$ cat src/hdl/touch_ctrl_map.vh
// register map, field positions, reset values and timing counts of the touch channel control
`ifndef TOUCH_CTRL_MAP_VH
`define TOUCH_CTRL_MAP_VH

// register indexes; byte address is four times the index
`define IDX_STATUS 6'h02
`define IDX_GEN_CONFIG 6'h20
`define IDX_TIMING_CONFIG 6'h22
`define IDX_PRESS_CONFIG 6'h23
`define IDX_SAMPLE_CONFIG 6'h24
`define IDX_CAL_TRIGGER 6'h26
`define IDX_ALERT_ENABLE 6'h27
`define IDX_REPEAT_ENABLE 6'h28

// reset values
`define RST_RELEASE_CTRL 1'b0
`define RST_REPEAT_INTERVAL 4'h4
`define RST_PRESS_THRESH 4'h7
`define RST_SAMPLES 3'h3
`define RST_CYCLE_TIME 2'h1
`define RST_CAL_TRIGGER 6'h00
`define RST_ALERT_ENABLE 6'h3f
`define RST_REPEAT_ENABLE 6'h3f

// field positions
`define POS_CAL_FAILED 0
`define POS_RELEASE_CTRL 0
`define POS_SAMPLES 4
`define POS_CYCLE_TIME 0

// calibration value limits
`define CAL_VALUE_MIN 10'h000
`define CAL_VALUE_MAX 10'h3ff

// timing at 25 MHz: one 35 ms step of the cycle, press and repeat timers
`define STEP_CYCLES 20'hd_59f8
// one 1.28 ms sample unit; sample time is fixed, not programmable here
`define SAMPLE_UNIT_CYCLES 16'h7d00

`endif

$ cat src/hdl/touch_chan_ctrl.v
// sensing cycle, calibration trigger and per-channel alert and repeat control of six touch inputs
//
// Our own choice: register access over Wishbone.
`timescale 1ns/1ps
`default_nettype none
`include "touch_ctrl_map.vh"

module touch_chan_ctrl #(
    parameter [19:0] STEP_CYCLES = `STEP_CYCLES,
    parameter [15:0] SAMPLE_UNIT_CYCLES = `SAMPLE_UNIT_CYCLES
) (
    input wire clk_i,
    input wire rst_i,
    // classic wishbone slave
    input wire cyc_i,
    input wire stb_i,
    input wire we_i,
    input wire [7:0] adr_i,
    input wire [3:0] sel_i,
    input wire [31:0] dat_i,
    output reg [31:0] dat_o,
    output reg ack_o,
    // power state and channel enables from the device control logic
    input wire [5:0] active_en_i,
    input wire [5:0] standby_en_i,
    input wire standby_i,
    input wire deep_sleep_i,
    // per-channel touch and noise status from the measurement logic
    input wire [5:0] touch_status_i,
    input wire [5:0] noise_i,
    // analog calibration engine handshake
    output reg cal_start_o,
    output reg [2:0] cal_chan_o,
    input wire cal_done_i,
    input wire [9:0] cal_value_i,
    // sensing cycle phases
    output reg cycle_start_o,
    output reg sampling_o,
    output wire low_power_o,
    // alert requests, one-cycle pulses per channel
    output reg [5:0] alert_chan_o,
    output wire alert_req_o
);

    // engine states
    localparam [1:0] CAL_IDLE = 2'd0;
    localparam [1:0] CAL_START = 2'd1;
    localparam [1:0] CAL_WAIT = 2'd2;

    // software-visible control, plus calibration values that no register reads back
    reg [5:0] cal_req; // calibration trigger and failure bits
    reg [5:0] alert_en; // per-channel alert enables
    reg [5:0] repeat_en; // per-channel repeat enables
    reg [3:0] repeat_interval; // repeat step code
    reg [3:0] press_thresh; // press-and-hold threshold code
    reg [2:0] samples_per_measure; // log2 of samples per measurement
    reg [1:0] cycle_time; // programmed sensing cycle code
    reg release_irq_ctrl; // low enables release alerts
    reg analog_cal_failed; // sticky failure flag
    reg [9:0] chan_cal_value [0:5]; // last analog calibration values
    // bus decode; a write lands at the edge that samples ack, where the master ends it
    wire bus_req = cyc_i & stb_i & ~ack_o;
    wire bus_wr = cyc_i & stb_i & ack_o & we_i & sel_i[0];
    wire [5:0] idx = adr_i[7:2];
    wire [7:0] wbyte = dat_i[7:0];
    // enables seen by the sensing logic
    wire [5:0] eff_en = deep_sleep_i ? 6'h00 : (standby_i ? standby_en_i : active_en_i);
    reg [5:0] eff_en_q; // previous enables, zero after reset
    wire [5:0] newly_en = eff_en & ~eff_en_q;

    // calibration engine
    reg [1:0] cal_state;
    reg [2:0] cur_chan;
    reg [5:0] fail_mask; // channels that failed and wait for a new request
    reg routine_fail; // failure seen during the running routine
    reg [5:0] next_cal_req;
    reg next_fail_flag;

    // lowest pending channel at or above a start point
    function [3:0] pick_chan;
        input [5:0] pend;
        input [2:0] from;
        integer k;
        begin
            pick_chan = 4'h8;
            for (k = 5; k >= 0; k = k - 1) begin
                if (pend[k] && (k >= from)) begin
                    pick_chan = k[3:0];
                end
            end
        end
    endfunction
    // number of enabled inputs, summed at three bits so six fits
    wire [2:0] n_en = {2'b00, eff_en[0]} + {2'b00, eff_en[1]} + {2'b00, eff_en[2]}
        + {2'b00, eff_en[3]} + {2'b00, eff_en[4]} + {2'b00, eff_en[5]};
    wire [5:0] pending = cal_req & ~fail_mask;
    wire [3:0] first_chan = pick_chan(pending, 3'd0);
    wire [3:0] after_chan = pick_chan(pending & ~(6'h01 << cur_chan),
        (cur_chan == 3'd5) ? 3'd5 : cur_chan + 3'd1);
    wire cal_ok = ~noise_i[cur_chan] && (cal_value_i != `CAL_VALUE_MIN)
        && (cal_value_i != `CAL_VALUE_MAX);
    wire cal_finish = (cal_state == CAL_WAIT) && cal_done_i;

    // register reads, unmapped indexes read zero
    reg [7:0] rdata;
    always @* begin
        case (idx)
            `IDX_STATUS: rdata = {7'h00, analog_cal_failed};
            `IDX_GEN_CONFIG: rdata = {7'h00, release_irq_ctrl};
            `IDX_TIMING_CONFIG: rdata = {4'h0, repeat_interval};
            `IDX_PRESS_CONFIG: rdata = {4'h0, press_thresh};
            `IDX_SAMPLE_CONFIG: rdata = {1'b0, samples_per_measure, 2'b00, cycle_time};
            `IDX_CAL_TRIGGER: rdata = {2'b00, cal_req};
            `IDX_ALERT_ENABLE: rdata = {2'b00, alert_en};
            `IDX_REPEAT_ENABLE: rdata = {2'b00, repeat_en};
            default: rdata = 8'h00;
        endcase
    end
    // calibration bits: host write, engine clear, enable set; set wins last
    always @* begin
        next_cal_req = cal_req;
        if (bus_wr && idx == `IDX_CAL_TRIGGER) begin
            next_cal_req = wbyte[5:0];
        end
        if (cal_finish && cal_ok) begin
            next_cal_req[cur_chan] = 1'b0;
        end
        next_cal_req = next_cal_req | newly_en;
    end
    // failure flag: raised at routine end, cleared by writing one
    always @* begin
        next_fail_flag = analog_cal_failed;
        if (bus_wr && idx == `IDX_STATUS && wbyte[`POS_CAL_FAILED]) begin
            next_fail_flag = 1'b0;
        end
        if (cal_finish && after_chan[3] && (routine_fail || ~cal_ok)) begin
            next_fail_flag = 1'b1;
        end
    end
    // wishbone slave: one wait state, ack for every address
    always @(posedge clk_i) begin
        if (rst_i) begin
            ack_o <= 1'b0;
            dat_o <= 32'h0000_0000;
        end else begin
            ack_o <= bus_req;
            dat_o <= bus_req ? {24'h00_0000, rdata} : 32'h0000_0000;
        end
    end
    // configuration registers
    always @(posedge clk_i) begin
        if (rst_i) begin
            alert_en <= `RST_ALERT_ENABLE;
            repeat_en <= `RST_REPEAT_ENABLE;
            repeat_interval <= `RST_REPEAT_INTERVAL;
            press_thresh <= `RST_PRESS_THRESH;
            samples_per_measure <= `RST_SAMPLES;
            cycle_time <= `RST_CYCLE_TIME;
            release_irq_ctrl <= `RST_RELEASE_CTRL;
        end else if (bus_wr) begin
            case (idx)
                `IDX_ALERT_ENABLE: alert_en <= wbyte[5:0];
                `IDX_REPEAT_ENABLE: repeat_en <= wbyte[5:0];
                `IDX_TIMING_CONFIG: repeat_interval <= wbyte[3:0];
                `IDX_PRESS_CONFIG: press_thresh <= wbyte[3:0];
                `IDX_SAMPLE_CONFIG: begin
                    samples_per_measure <= wbyte[`POS_SAMPLES +: 3];
                    cycle_time <= wbyte[`POS_CYCLE_TIME +: 2];
                end
                `IDX_GEN_CONFIG: release_irq_ctrl <= wbyte[`POS_RELEASE_CTRL];
                default: ;
            endcase
        end
    end
    // calibration routine walks pending channels upward
    always @(posedge clk_i) begin
        if (rst_i) begin
            cal_req <= `RST_CAL_TRIGGER;
            analog_cal_failed <= 1'b0;
            eff_en_q <= 6'h00; // all enabled inputs count as new after reset
            cal_state <= CAL_IDLE;
            cur_chan <= 3'd0;
            fail_mask <= 6'h00;
            routine_fail <= 1'b0;
            cal_start_o <= 1'b0;
            cal_chan_o <= 3'd0;
        end else begin
            cal_req <= next_cal_req;
            analog_cal_failed <= next_fail_flag;
            eff_en_q <= eff_en;
            cal_start_o <= 1'b0;
            // a fresh request, or an enable in a cycle without a trigger write, retries a failed channel
            if (bus_wr && idx == `IDX_CAL_TRIGGER) begin
                fail_mask <= fail_mask & ~wbyte[5:0];
            end else begin
                fail_mask <= fail_mask & ~newly_en;
            end
            case (cal_state)
                CAL_IDLE: begin
                    routine_fail <= 1'b0;
                    if (!first_chan[3]) begin
                        cur_chan <= first_chan[2:0];
                        cal_state <= CAL_START;
                    end
                end
                CAL_START: begin
                    // a cleared bit is skipped before the engine starts it
                    if (cal_req[cur_chan]) begin
                        cal_start_o <= 1'b1;
                        cal_chan_o <= cur_chan;
                        cal_state <= CAL_WAIT;
                    end else begin
                        cal_state <= CAL_IDLE;
                    end
                end
                CAL_WAIT: begin
                    if (cal_done_i) begin
                        chan_cal_value[cur_chan] <= cal_value_i;
                        if (!cal_ok) begin
                            fail_mask[cur_chan] <= 1'b1;
                            routine_fail <= 1'b1;
                        end
                        if (after_chan[3]) begin
                            cal_state <= CAL_IDLE;
                        end else begin
                            cur_chan <= after_chan[2:0];
                            cal_state <= CAL_START;
                        end
                    end
                end
                default: cal_state <= CAL_IDLE;
            endcase
        end
    end

    // sensing cycle: sampling phase, then low power until the cycle ends
    reg [19:0] cyc_div; // cycles within one step
    reg [2:0] cyc_steps; // steps since cycle start
    reg [15:0] samp_div; // cycles within one sample unit
    reg [9:0] samp_cnt; // sample units taken
    wire [9:0] samp_total = {7'd0, n_en} << samples_per_measure;
    wire [2:0] cycle_steps = {1'b0, cycle_time} + 3'd1;
    wire cycle_done = (cyc_steps >= cycle_steps) && !sampling_o;

    always @(posedge clk_i) begin
        if (rst_i) begin
            cyc_div <= 20'd0;
            cyc_steps <= 3'd0;
            samp_div <= 16'd0;
            samp_cnt <= 10'd0;
            sampling_o <= 1'b0;
            cycle_start_o <= 1'b0;
        end else begin
            cycle_start_o <= 1'b0;
            if (cycle_done) begin
                cyc_div <= 20'd0;
                cyc_steps <= 3'd0;
                samp_div <= 16'd0;
                samp_cnt <= 10'd0;
                sampling_o <= (samp_total != 10'd0);
                cycle_start_o <= 1'b1;
            end else begin
                if (cyc_div == STEP_CYCLES - 20'd1) begin
                    cyc_div <= 20'd0;
                    // saturate so a long sampling phase cannot wrap
                    if (cyc_steps != 3'd7) begin
                        cyc_steps <= cyc_steps + 3'd1;
                    end
                end else begin
                    cyc_div <= cyc_div + 20'd1;
                end
                if (sampling_o) begin
                    if (samp_div == SAMPLE_UNIT_CYCLES - 16'd1) begin
                        samp_div <= 16'd0;
                        samp_cnt <= samp_cnt + 10'd1;
                        if (samp_cnt + 10'd1 >= samp_total) begin
                            sampling_o <= 1'b0;
                        end
                    end else begin
                        samp_div <= samp_div + 16'd1;
                    end
                end
            end
        end
    end

    assign low_power_o = !sampling_o;
    // free step tick for hold and repeat timers
    reg [19:0] tick_div;
    reg tick;
    always @(posedge clk_i) begin
        if (rst_i) begin
            tick_div <= 20'd0;
            tick <= 1'b0;
        end else begin
            tick <= (tick_div == STEP_CYCLES - 20'd1);
            tick_div <= (tick_div == STEP_CYCLES - 20'd1) ? 20'd0 : tick_div + 20'd1;
        end
    end

    // per-channel touch, release and repeat alerts
    wire [4:0] press_steps = {1'b0, press_thresh} + 5'd1;
    wire [4:0] repeat_steps = {1'b0, repeat_interval} + 5'd1;
    genvar g;
    generate
        for (g = 0; g < 6; g = g + 1) begin : chan
            reg touch_q; // previous touch status
            reg [4:0] hold_steps; // steps held, saturating
            reg [4:0] rpt_steps; // steps since last alert of a hold
            wire press = touch_status_i[g] & ~touch_q;
            wire let_go = ~touch_status_i[g] & touch_q;
            wire held_long = hold_steps > press_steps;
            wire rpt_fire = touch_q & touch_status_i[g] & tick & repeat_en[g]
                & held_long & (rpt_steps + 5'd1 >= repeat_steps);
            always @(posedge clk_i) begin
                if (rst_i) begin
                    touch_q <= 1'b0;
                    hold_steps <= 5'd0;
                    rpt_steps <= 5'd0;
                    alert_chan_o[g] <= 1'b0;
                end else begin
                    touch_q <= touch_status_i[g];
                    if (press || !touch_status_i[g]) begin
                        hold_steps <= 5'd0;
                        rpt_steps <= 5'd0;
                    end else if (tick) begin
                        if (hold_steps != 5'd31) begin
                            hold_steps <= hold_steps + 5'd1;
                        end
                        rpt_steps <= (rpt_steps + 5'd1 >= repeat_steps) ? 5'd0
                            : rpt_steps + 5'd1;
                    end
                    // bit g serves input g+1; release uses the same enable
                    alert_chan_o[g] <= alert_en[g] & (press
                        | (let_go & ~release_irq_ctrl)
                        | rpt_fire);
                end
            end
        end
    endgenerate

    assign alert_req_o = |alert_chan_o;

endmodule

`default_nettype wire

$ cat config.mk
export PLATFORM = sky130hd
export DESIGN_NAME = touch_chan_ctrl
export DESIGN_NICKNAME = d
export VERILOG_FILES = /design/src/hdl/touch_chan_ctrl.v
export VERILOG_INCLUDE_DIRS = /design/src /design/src/hdl
export SDC_FILE = /design/constraint.sdc
export NUM_CORES = 1
export LEC_CHECK = 0
export BUFFER_PORTS_ARGS = -buffer_cell sky130_fd_sc_hd__buf_2
export CAP_MARGIN = 30
export CORE_MARGIN = 3
export CORE_UTILIZATION = 30
export DETAILED_ROUTE_END_ITERATION = 8
export GPL_ROUTABILITY_DRIVEN = 1
export SLEW_MARGIN = 20
export SYNTH_ARGS = -nofsm -noshare
export SYNTH_HDL_FRONTEND = slang
export SYNTH_SLANG_ARGS = --single-unit
$ cat constraint.sdc
create_clock -name clk_i -period 4.2 [get_ports clk_i]
set_input_delay 0.84 -clock clk_i [delete_from_list [all_inputs] [get_ports clk_i]]
set_output_delay 0.84 -clock clk_i [all_outputs]
set_load 0.01 [all_outputs]
## After elaboration in Yosys (flattened, before gate mapping)

Index checks and enable logic that the tools add are counted.

- Output and inout port bits: 47
- Bits in registers: 232
- Bits of input ports: 86
- Word-level logic and storage cells: 352

- Equal/unequal tests: 26
- Order comparisons: 22
- Bitwise logic cells: 103
- Mux-type cells: 56
- Shifts and indexed selects: 2
- $add $sub $neg: 26
- Reductions and logical operators: 66

Operators with widths:

| cell | number |
|---|---|
| $add 5x1->5 const B | 12 |
| $and 1x1->1 | 59 |
| $pmux 7 s8 | 1 |
| $mux 6 | 9 |
| $mux 4 | 12 |
| $eq 6x6->1 const B | 7 |
| $add 20x1->20 const B | 2 |
| $eq 20x20->1 const B | 2 |
| $and 6x6->6 | 6 |
| $not 6->6 | 6 |
| $reduce_and 2->1 | 16 |
| $ge 5x5->1 | 6 |
| $gt 5x5->1 | 6 |
| $mux 5 | 6 |
| $ne 5x5->1 const B | 6 |
| $reduce_bool 10->1 | 2 |
| $reduce_or 2->1 | 10 |
| $not 1->1 | 18 |
| $logic_and 1x1->1 | 17 |
| $add 16x1->16 const B | 1 |
| $eq 16x15->1 const B | 1 |
| $mux 16 | 1 |
| $mux 1 | 14 |
| $mux 3 | 4 |
| other kinds (39) | 77 |

## Depth between registers and ports, before layout

Gate-level depths: netlist (run 1).

- Depth in word-level cells: 13
- Depth in mapped cells: 20
- Depth with buffers taken out: 19

## Worst setup path before layout (run 1)

Ideal clock, no wire load.

- Kind: input port to flip-flop
- Start point: input standby_i
- End point: register sampling_o
- Data required time: 4.135 ns
- Setup time: 0.065 ns
- Setup slack: -0.352 ns
- Data arrival time: 4.487 ns
- Cell stages on the path: 18
- Buffers on the path: 1
- Cells stage by stage: clkbuf_1 mux2i_1 or2_2 inv_1 fa_1 inv_1 fa_1 inv_1 ha_1 fa_1 nand2_1 o21ai_0 nand2_1 ha_1 and4_1 a211oi_1 a31oi_1 nor2_1

- Elaborated cells between the ends (all ways): 14
- Classes of those cells: add/sub (5); order compare (1); shift (1); mux (6); reduce/logical (1)

RTL lines:

| element | RTL line | RTL |
|---|---|---|
| start, declared | touch_chan_ctrl.v:26 | `input wire standby_i,` |
| $mux 6 (*) (2 in series) | touch_chan_ctrl.v:67 | `wire [5:0] eff_en = deep_sleep_i ? 6'h00 : (standby_i ? standby_en_i : active_en_i);` |
| named net eff_en[3] | touch_chan_ctrl.v:67 |  |
| $add 3x1->3 (*) (3 in series) | touch_chan_ctrl.v:95 | `+ {2'b00, eff_en[3]} + {2'b00, eff_en[4]} + {2'b00, eff_en[5]};` |
| $shl 3x3->10 (*) | touch_chan_ctrl.v:241 | `wire [9:0] samp_total = {7'd0, n_en} << samples_per_measure;` |
| $ge 10x10->1 | touch_chan_ctrl.v:276 | `if (samp_cnt + 10'd1 >= samp_total) begin` |
| $mux 1 | touch_chan_ctrl.v:276 |  |
| $mux 1 | touch_chan_ctrl.v:273 | `if (samp_div == SAMPLE_UNIT_CYCLES - 16'd1) begin` |
| $mux 1 | touch_chan_ctrl.v:272 | `if (sampling_o) begin` |
| $mux 1 (*) | touch_chan_ctrl.v:255 | `if (cycle_done) begin` |
| end signal, assigned | touch_chan_ctrl.v:260 | `sampling_o <= (samp_total != 10'd0);` |
| end, declared | touch_chan_ctrl.v:38 | `output reg sampling_o,` |

Mark *: on every way through the listed nets, which the timed path passes. The rest lies on a longest branch.
A chain may end at the register's enable or synchronous reset.

## Worst setup path in the final report (run 1)

- Start point: input standby_i
- End point: register sampling_o

- Cells in the longest elaborated chain, start to end: 13
- Elaborated cells between the ends (all ways): 14
- Classes of those cells: add/sub (5); order compare (1); shift (1); mux (6); reduce/logical (1)

Ends and longest elaborated chain:

| element | RTL line | RTL |
|---|---|---|
| $mux 6 (*) (2 in series) | touch_chan_ctrl.v:67 |  |
| named net eff_en[0] | touch_chan_ctrl.v:67 |  |
| $add 1x1->2 (*) | touch_chan_ctrl.v:94 | `wire [2:0] n_en = {2'b00, eff_en[0]} + {2'b00, eff_en[1]} + {2'b00, eff_en[2]}` |
| $add 2x1->3 (*) | touch_chan_ctrl.v:94 |  |
| $add 3x1->3 (*) (3 in series) | touch_chan_ctrl.v:95 |  |
| $shl 3x3->10 (*) | touch_chan_ctrl.v:241 |  |
| $ge 10x10->1 | touch_chan_ctrl.v:276 |  |
| $mux 1 | touch_chan_ctrl.v:276 |  |
| $mux 1 | touch_chan_ctrl.v:273 |  |
| $mux 1 | touch_chan_ctrl.v:272 |  |
| $mux 1 (*) | touch_chan_ctrl.v:255 |  |

Marks and branches as above.

==> metrics.yaml, run 1 <==
clock-root-buffer: "sky130_fd_sc_hd__clkbuf_16"
routed-via-count: 9655
worst_pin_slew_ns: 0.890
drt-wirelength-per-cell_um: 13.9
drcViolationCount: 0
clkSlewWorstSetupHoldPaths_ns: 0.06
synth_edf_count: 0
synth_flop_cell: "sky130_fd_sc_hd__dfxtp_1"
slew_viol_final: 0
use_met2_pct: 21.9
clk_latency_ns: 0.52
netSwitchingPower_uw: 1100
layoutNonFillerInstCount: 1991
grt.busiest_layer: "met2"
setup.worst_path.end_class: "register"
share_clk_of_total_power_pct: 47.5
synth.top_cells.by_area: "sky130_fd_sc_hd__dfxtp_1 35%, sky130_fd_sc_hd__ha_1 11%, sky130_fd_sc_hd__nor2_1 5.9%"
met3_usage_pct: 2.10
power_leakage_uw: 0.00545
die_h_um: 204
globalRouteTotalUtil_pct: 13.1
holdBufCountCts: 0
grt_util_met1_pct: 17.8
first_global_vias: 9118
power.density_cell_area_nw_per_um2: 344
share_comb_of_total_power_pct: 8.7
worstHoldPathType: "reg2reg"
final-setup-viol-count: 0
result_of_the_run: "finished clean"
detail_route.first_pass.iterations: 6
yosysUniqueCellTypes: 63
initial_core_util_pct: 30.8
arrival_ns: 4.57
crit_type: "in2reg"
yosys_warnings: 0
syn_avg_cell_area_um2: 8.49
p_sw_share_pct: 23.7
setup.worst_path.start_class: "input port"
die_width_um: 204
seq_area_frac_synth_pct: 35.2
drt-total-wl_um: 27700
num-nets-final: 1653
leading_cell_type_in_the_layout_fill_and_taps_excluded: "sky130_fd_sc_hd__dfxtp_1"
cp_data_required_time_ns: 4.58
num_io_pins: 133
most-common-layout-cells: "206 x sky130_fd_sc_hd__dfxtp_1, 183 x sky130_fd_sc_hd__nor2_1, 103 x sky130_fd_sc_hd__nand2_1, 101 x sky130_fd_sc_hd__ha_1, 89 x sky130_fd_sc_hd__nand3_1"
worst-path-max-fanout: 5
layout_worst_path_cycle_share_pct: 99.8
port_buffers: 77
clock_skew_ns: 0.0132
design.core.area_um2: 38200
crit_path_cell_chain: "buf_8 > mux2i_2 > or2_4 > inv_1 > fa_1 > inv_2 > fa_1 > inv_1 > ha_2 > fa_2 > mux2i_1 > or3_1 > ha_1 > o21ai_1 > a21oi_1 > o2111ai_1 > a31oi_1 > nor2_1"
antenna_found_initial: 2
drive_above_1_share_pct: 10.9
globalRouteOverflowTotal: 0
floorplan.die_area_um2: 41700
cts_inserted_buffers: 24
synth_top_area_share_pct: 35.2
cts-root-to-sink-buffers: 3
critPathMaxStageDelay_ns: 0.57
placedCellCount: 1946
vdd_ir_drop_max_uv: 238
fin_crit_ns: 4.19
first_pass_grt_wire_length_um: 45700
gp_congestion: 0.887
grt_start_max_net_pins: 48
clkSinkCount: 207
maxClockFrequency_ghz: 0.238
finalCoreUtilization_pct: 35.4
p_seq_share_pct: 43.8
synth_top_area_cell: "sky130_fd_sc_hd__dfxtp_1"
grt_setup_unrepaired: "true"
worst_slew_margin_rel_pct: 40.5
hpwlAfterDp_um: 20700
dr.first_iter.drc_count: 512
area_of_the_mapped_netlist_um2: 11800
rows: 71
postSynthCellCount: 1387
cts.htree.levels: 1
ys_ff_latch: 207
ant_nets: 0
drv_cap: 0
internal-power_uw: 3550
area.growth.synth_to_final_pct: 15.0
hold_viol: 0
synthArstFlopShare_pct: 0
cts_tree: "built"
cp_slowest_cell: "sky130_fd_sc_hd__fa_2"
diodes: 0
via_per_inst: 4.85
==> layer usage <==
metal / wire (µm) / up-vias
met5: 0 / -
met4: 657 / 0
met3: 959 / 50
met2: 13000 / 137
met1: 13100 / 4532
li1: - / 4936
==> worst paths after layout <==
path / from / to / slack (ns) / cells after the start
worst min-delay path: cyc_div[0]$_SDFF_PP0_ / cyc_div[0]$_SDFF_PP0_ / 0.45 / 1
worst max register to register: cur_chan[0]$_SDFFE_PP0P_ / cur_chan[0]$_SDFFE_PP0P_ / 1.39 / 9
worst min register to register: cyc_div[0]$_SDFF_PP0_ / cyc_div[0]$_SDFF_PP0_ / 0.45 / 1
worst max-delay path: standby_i / sampling_o$_SDFF_PP0_ / 0.007 / 18
==> critical path: cells and delay by family <==
| family | cells | cell delay [ns] |
|---|---|---|
| multiplexers | 2 | 0.31 |
| adder cells (fa/ha/maj) | 5 | 2.04 |
| buffers and inverters | 4 | 0.23 |
| AO/OA/AOI/OAI | 4 | 0.54 |
| AND/OR/NAND/NOR | 3 | 0.59 |
==> sequential cells by signal, summed over array words and instances (netlist names), 3 cells and up <==
signal / cells
cal_chan_o: 3
cur_chan: 3
samp_div: 16
repeat_en: 6
cyc_steps: 3
samp_cnt: 10
chan.rpt_steps: 30
alert_en: 6
cal_req: 6
fail_mask: 6
repeat_interval: 4
press_thresh: 4
cyc_div: 20
chan.hold_steps: 30
chan.touch_q: 6
eff_en_q: 6
dat_o: 7
tick_div: 20
samples_per_measure: 3
alert_chan_o: 6
==> cell usage after synthesis, drive strengths merged, types with 12 or more instances <==
cell / count
nor2b: 27
nand3: 89
xor2: 51
a31oi: 14
mux2i: 43
o21a: 12
a22oi: 20
clkbuf: 35
xnor2: 53
a21oi: 77
nand2: 103
nand2b: 59
and3: 17
dfxtp: 207
inv: 47
o21ai: 24
nand4: 25
nand3b: 37
buf: 37
nor3: 24
nor2: 184
ha: 102
==> power groups by stage <==
| stage | logic [µW] | clock network [µW] | registers, µW |
|---|---|---|---|
| 6_report | 405 | 2210 | 2040 |
| 5_1_grt | 452 | 2350 | 2040 |
| 4_1_cts | 392 | 2270 | 2040 |
| 3_5_place_dp | 390 | 0 | 2080 |
| 3_3_place_gp | 381 | 0 | 2080 |
| 2_1_floorplan | 297 | 0 | 2060 |
==> metrics by stage <==
stage	hold WS [ns]	setup TNS (ns)	total power [µW]	instance area, µm²	worst slack [ns]
4_1_cts	0.451	0	4700	13500	0.0315
2_1_floorplan	0.418	-0.147	2360	11900	-0.147
3_3_place_gp	0.431	-0.395	2460	12700	-0.395
3_5_place_dp	0.438	-0.501	2470	12700	-0.501
6_report	0.447	0	4650	13500	0.00700
5_1_grt	0.479	-0.194	4850	13500	-0.194
==> logic make-up (layout without fill, tap and decap cells) <==
logic type	after synthesis	count (layout)	share of synthesized area (%)
other	1	25	0.0318
DFF	207	207	35.2
AOI/OAI and AO/OA	182	182	9.77
and+or+nand+nor	621	621	26.8
buffers and inverters	119	188	4.73
muxes	48	48	4.36
xor gates and xnor gates	104	104	7.74
adders and majority gates	105	105	11.3
==> timing repair <==
action	in CTS	in global routing
endpoints found under the setup margin	0	1
buffers inserted	0	1
gates resized for setup	0	13
==> cell type report <==
cell class                      count  area, µm²
Clock inverter                      7        114
Tap cell                          511        639
Timing Repair Buffer               97        546
Inverter                           47        176
Clock buffer                       37        731
Fill cell                        3982      24700
Sequential cell                   207       4150
Multi-Input combinational cell   1085       7180
Power figures use the tool's default switching activity.
==> run 2, diff against run 1 <==
--- a/config.mk
+++ b/config.mk
@@ -12,7 +12,8 @@
 export CORE_UTILIZATION = 30
 export DETAILED_ROUTE_END_ITERATION = 8
 export GPL_ROUTABILITY_DRIVEN = 1
-export SLEW_MARGIN = 20
+export RECOVER_POWER = 50
+export SLEW_MARGIN = 10
 export SYNTH_ARGS = -nofsm -noshare
 export SYNTH_HDL_FRONTEND = slang
 export SYNTH_SLANG_ARGS = --single-unit
==> run 2 against run 1 <==
Effect of this change:
- count of clock-buffer cells in the layout stayed put
- flip-flop and latch count unchanged
- die area did not move
- register-to-register slack is essentially flat
- combinational power about the same
- power barely moved
- first-iteration DRC count decreased by 1.8%
- highest routed layer unchanged
==> metrics.yaml, run 2 (synthesized netlist as in run 1, its figures left out) <==
first_pass_grt_wire_length_um: 45700
num_io_pins: 133
critPathMaxStageDelay_ns: 0.57
topRoutingLayerUsed: "met4"
cp_data_required_time_ns: 4.58
fin_hold_ws_ns: 0.448
cts.htree.levels: 1
p_sw_share_pct: 23.7
antenna_found_initial: 2
detail_route.first_pass.iterations: 5
die_width_um: 204
p_seq_share_pct: 43.8
num-nets-final: 1653
drv_cap: 0
worst_slew_margin_rel_pct: 39.7
route.layer.met1.wl_um: 13100
globalRouteOverflowTotal: 0
floorplan.die_area_um2: 41700
layout_worst_path_cycle_share_pct: 99.9
first_global_vias: 9118
drive_above_1_share_pct: 9.26
startpoint: "standby_i"
dr.first_iter.drc_count: 503
area.growth.synth_to_final_pct: 14.6
gp_congestion: 0.887
hpwlAfterDp_um: 20700
slew_viol_final: 0
die_h_um: 204
power.density_cell_area_nw_per_um2: 345
clkSinkCount: 207
rows: 71
cts_tree: "built"
drt-wirelength-per-cell_um: 13.9
clock-root-buffer: "sky130_fd_sc_hd__clkbuf_16"
cts_inserted_buffers: 24
wl_met2_um: 12900
worst-path-max-fanout: 5
placedCellCount: 1946
hold_start: "cyc_div[0]$_SDFF_PP0_"
holdBufCountCts: 0
design.core.area_um2: 38200
worst_pin_slew_ns: 0.901
crit_path_cell_chain: "buf_8 > mux2i_2 > or2_4 > inv_1 > fa_1 > inv_2 > fa_1 > inv_1 > ha_2 > fa_2 > mux2i_1 > or3_1 > ha_1 > o21ai_1 > a21oi_1 > o2111ai_1 > a31oi_1 > nor2_1"
setup.worst_path.start_class: "input port"
drcViolationCount: 0
final-setup-viol-count: 0
setup.worst_path.end_class: "register"
via_per_inst: 4.85
crit-reg2reg-launch: "cur_chan[0]$_SDFFE_PP0P_"
ant_nets: 0
arrival_ns: 4.58
fin_crit_ns: 4.19
power_leakage_uw: 0.00536
cts-root-to-sink-buffers: 3
result_of_the_run: "finished clean"
grt_start_max_net_pins: 48
globalRouteTotalUtil_pct: 13.1
leading_cell_type_in_the_layout_fill_and_taps_excluded: "sky130_fd_sc_hd__dfxtp_1"
diodes: 0
port_buffers: 77
clock_skew_ns: 0.0142
vdd_ir_drop_max_uv: 238
grt_setup_unrepaired: "true"
report.power.total_uw: 4650
routed-via-count: 9665
layoutNonFillerInstCount: 1991
clkSlewWorstSetupHoldPaths_ns: 0.06
fin_ws_ns: 0.00532
netSwitchingPower_uw: 1100
drt-total-wl_um: 27700
place_ws_ns: -0.501
worstHoldPathType: "reg2reg"
clk_latency_ns: 0.52
reg_top3: "chan.hold_steps x30, chan.rpt_steps x30"
setup.reg_to_reg.worst_slack_ns: 1.38
initial_core_util_pct: 30.8
cp_slowest_cell: "sky130_fd_sc_hd__fa_2"
internal-power_uw: 3550
wl_met3_um: 1050
share_clk_of_total_power_pct: 47.5
most-common-layout-cells: "206 x sky130_fd_sc_hd__dfxtp_1, 184 x sky130_fd_sc_hd__nor2_1, 103 x sky130_fd_sc_hd__nand2_1, 101 x sky130_fd_sc_hd__ha_1, 89 x sky130_fd_sc_hd__nand3_1"
maxClockFrequency_ghz: 0.238
share_comb_of_total_power_pct: 8.7
hold_viol: 0
crit_type: "in2reg"
## run 2: cell types whose count changed in the layout (fill, tap and decap cells not counted)
cell	change
sky130_fd_sc_hd__buf_4	-3
sky130_fd_sc_hd__clkbuf_1	+23
sky130_fd_sc_hd__buf_2	-20
sky130_fd_sc_hd__nor4_1	+1
sky130_fd_sc_hd__nor4_2	-1
sky130_fd_sc_hd__nor2_2	-1
sky130_fd_sc_hd__nor2_1	+1
## run 2: power groups by stage
stage               Clock (µW)  Sequential [µW]  Combinational [µW]
floorplan                    0             2060                 297
global placement             0             2080                 381
detailed placement           0             2080                 390
CTS                       2270             2040                 392
global route              2350             2040                 449
finish                    2210             2040                 403
## run 2: worst max-delay path, delay by kind of cell
family / cells / cell delay (ns)
compound gates: 4 / 0.55
buf+inv: 4 / 0.23
fa+ha+maj: 5 / 2.04
simple gates: 3 / 0.59
mux: 2 / 0.31
## run 2: final timing paths
kind,endpoint,depth (start not counted)
worst max-delay path,sampling_o$_SDFF_PP0_,18
worst min-delay path,cyc_div[0]$_SDFF_PP0_,1
worst max register to register,cur_chan[0]$_SDFFE_PP0P_,9
worst min register to register,cyc_div[0]$_SDFF_PP0_,1
## run 2: cell type report
| class | count | area [µm²] |
|---|---|---|
| multi-input cells | 1085 | 7180 |
| clock buffers | 37 | 731 |
| fillers | 3998 | 24700 |
| well taps | 511 | 639 |
| flip-flops and latches | 207 | 4150 |
| clock inverters | 7 | 114 |
| inverters | 47 | 176 |
| repair buffers | 97 | 509 |
## run 2: metrics by stage
| step | utilization [%] | cell area [µm²] | setup TNS, ns |
|---|---|---|---|
| after global routing | 35.3 | 13500 | -0.194 |
| after floorplan | - | 11900 | -0.147 |
| after CTS | 35.3 | 13500 | 0 |
| after global placement | 33.1 | 12700 | -0.395 |
| final | 35.3 | 13500 | 0 |
| after detailed placement | 33.1 | 12700 | -0.501 |
## run 2: layer usage
metal / vias to the layer above / GRT usage, %
li1: 4934 / -
met1: 4528 / 17.8
met2: 153 / 21.9
met3: 50 / 2.10
met4: 0 / 2.83
met5: - / 0
## run 2: timing repair
item / in CTS / in global routing
buffers inserted: 0 / 1
resized for setup: 0 / 13
setup endpoints to repair: 0 / 1
endpoints found under the hold margin: 0 / 0
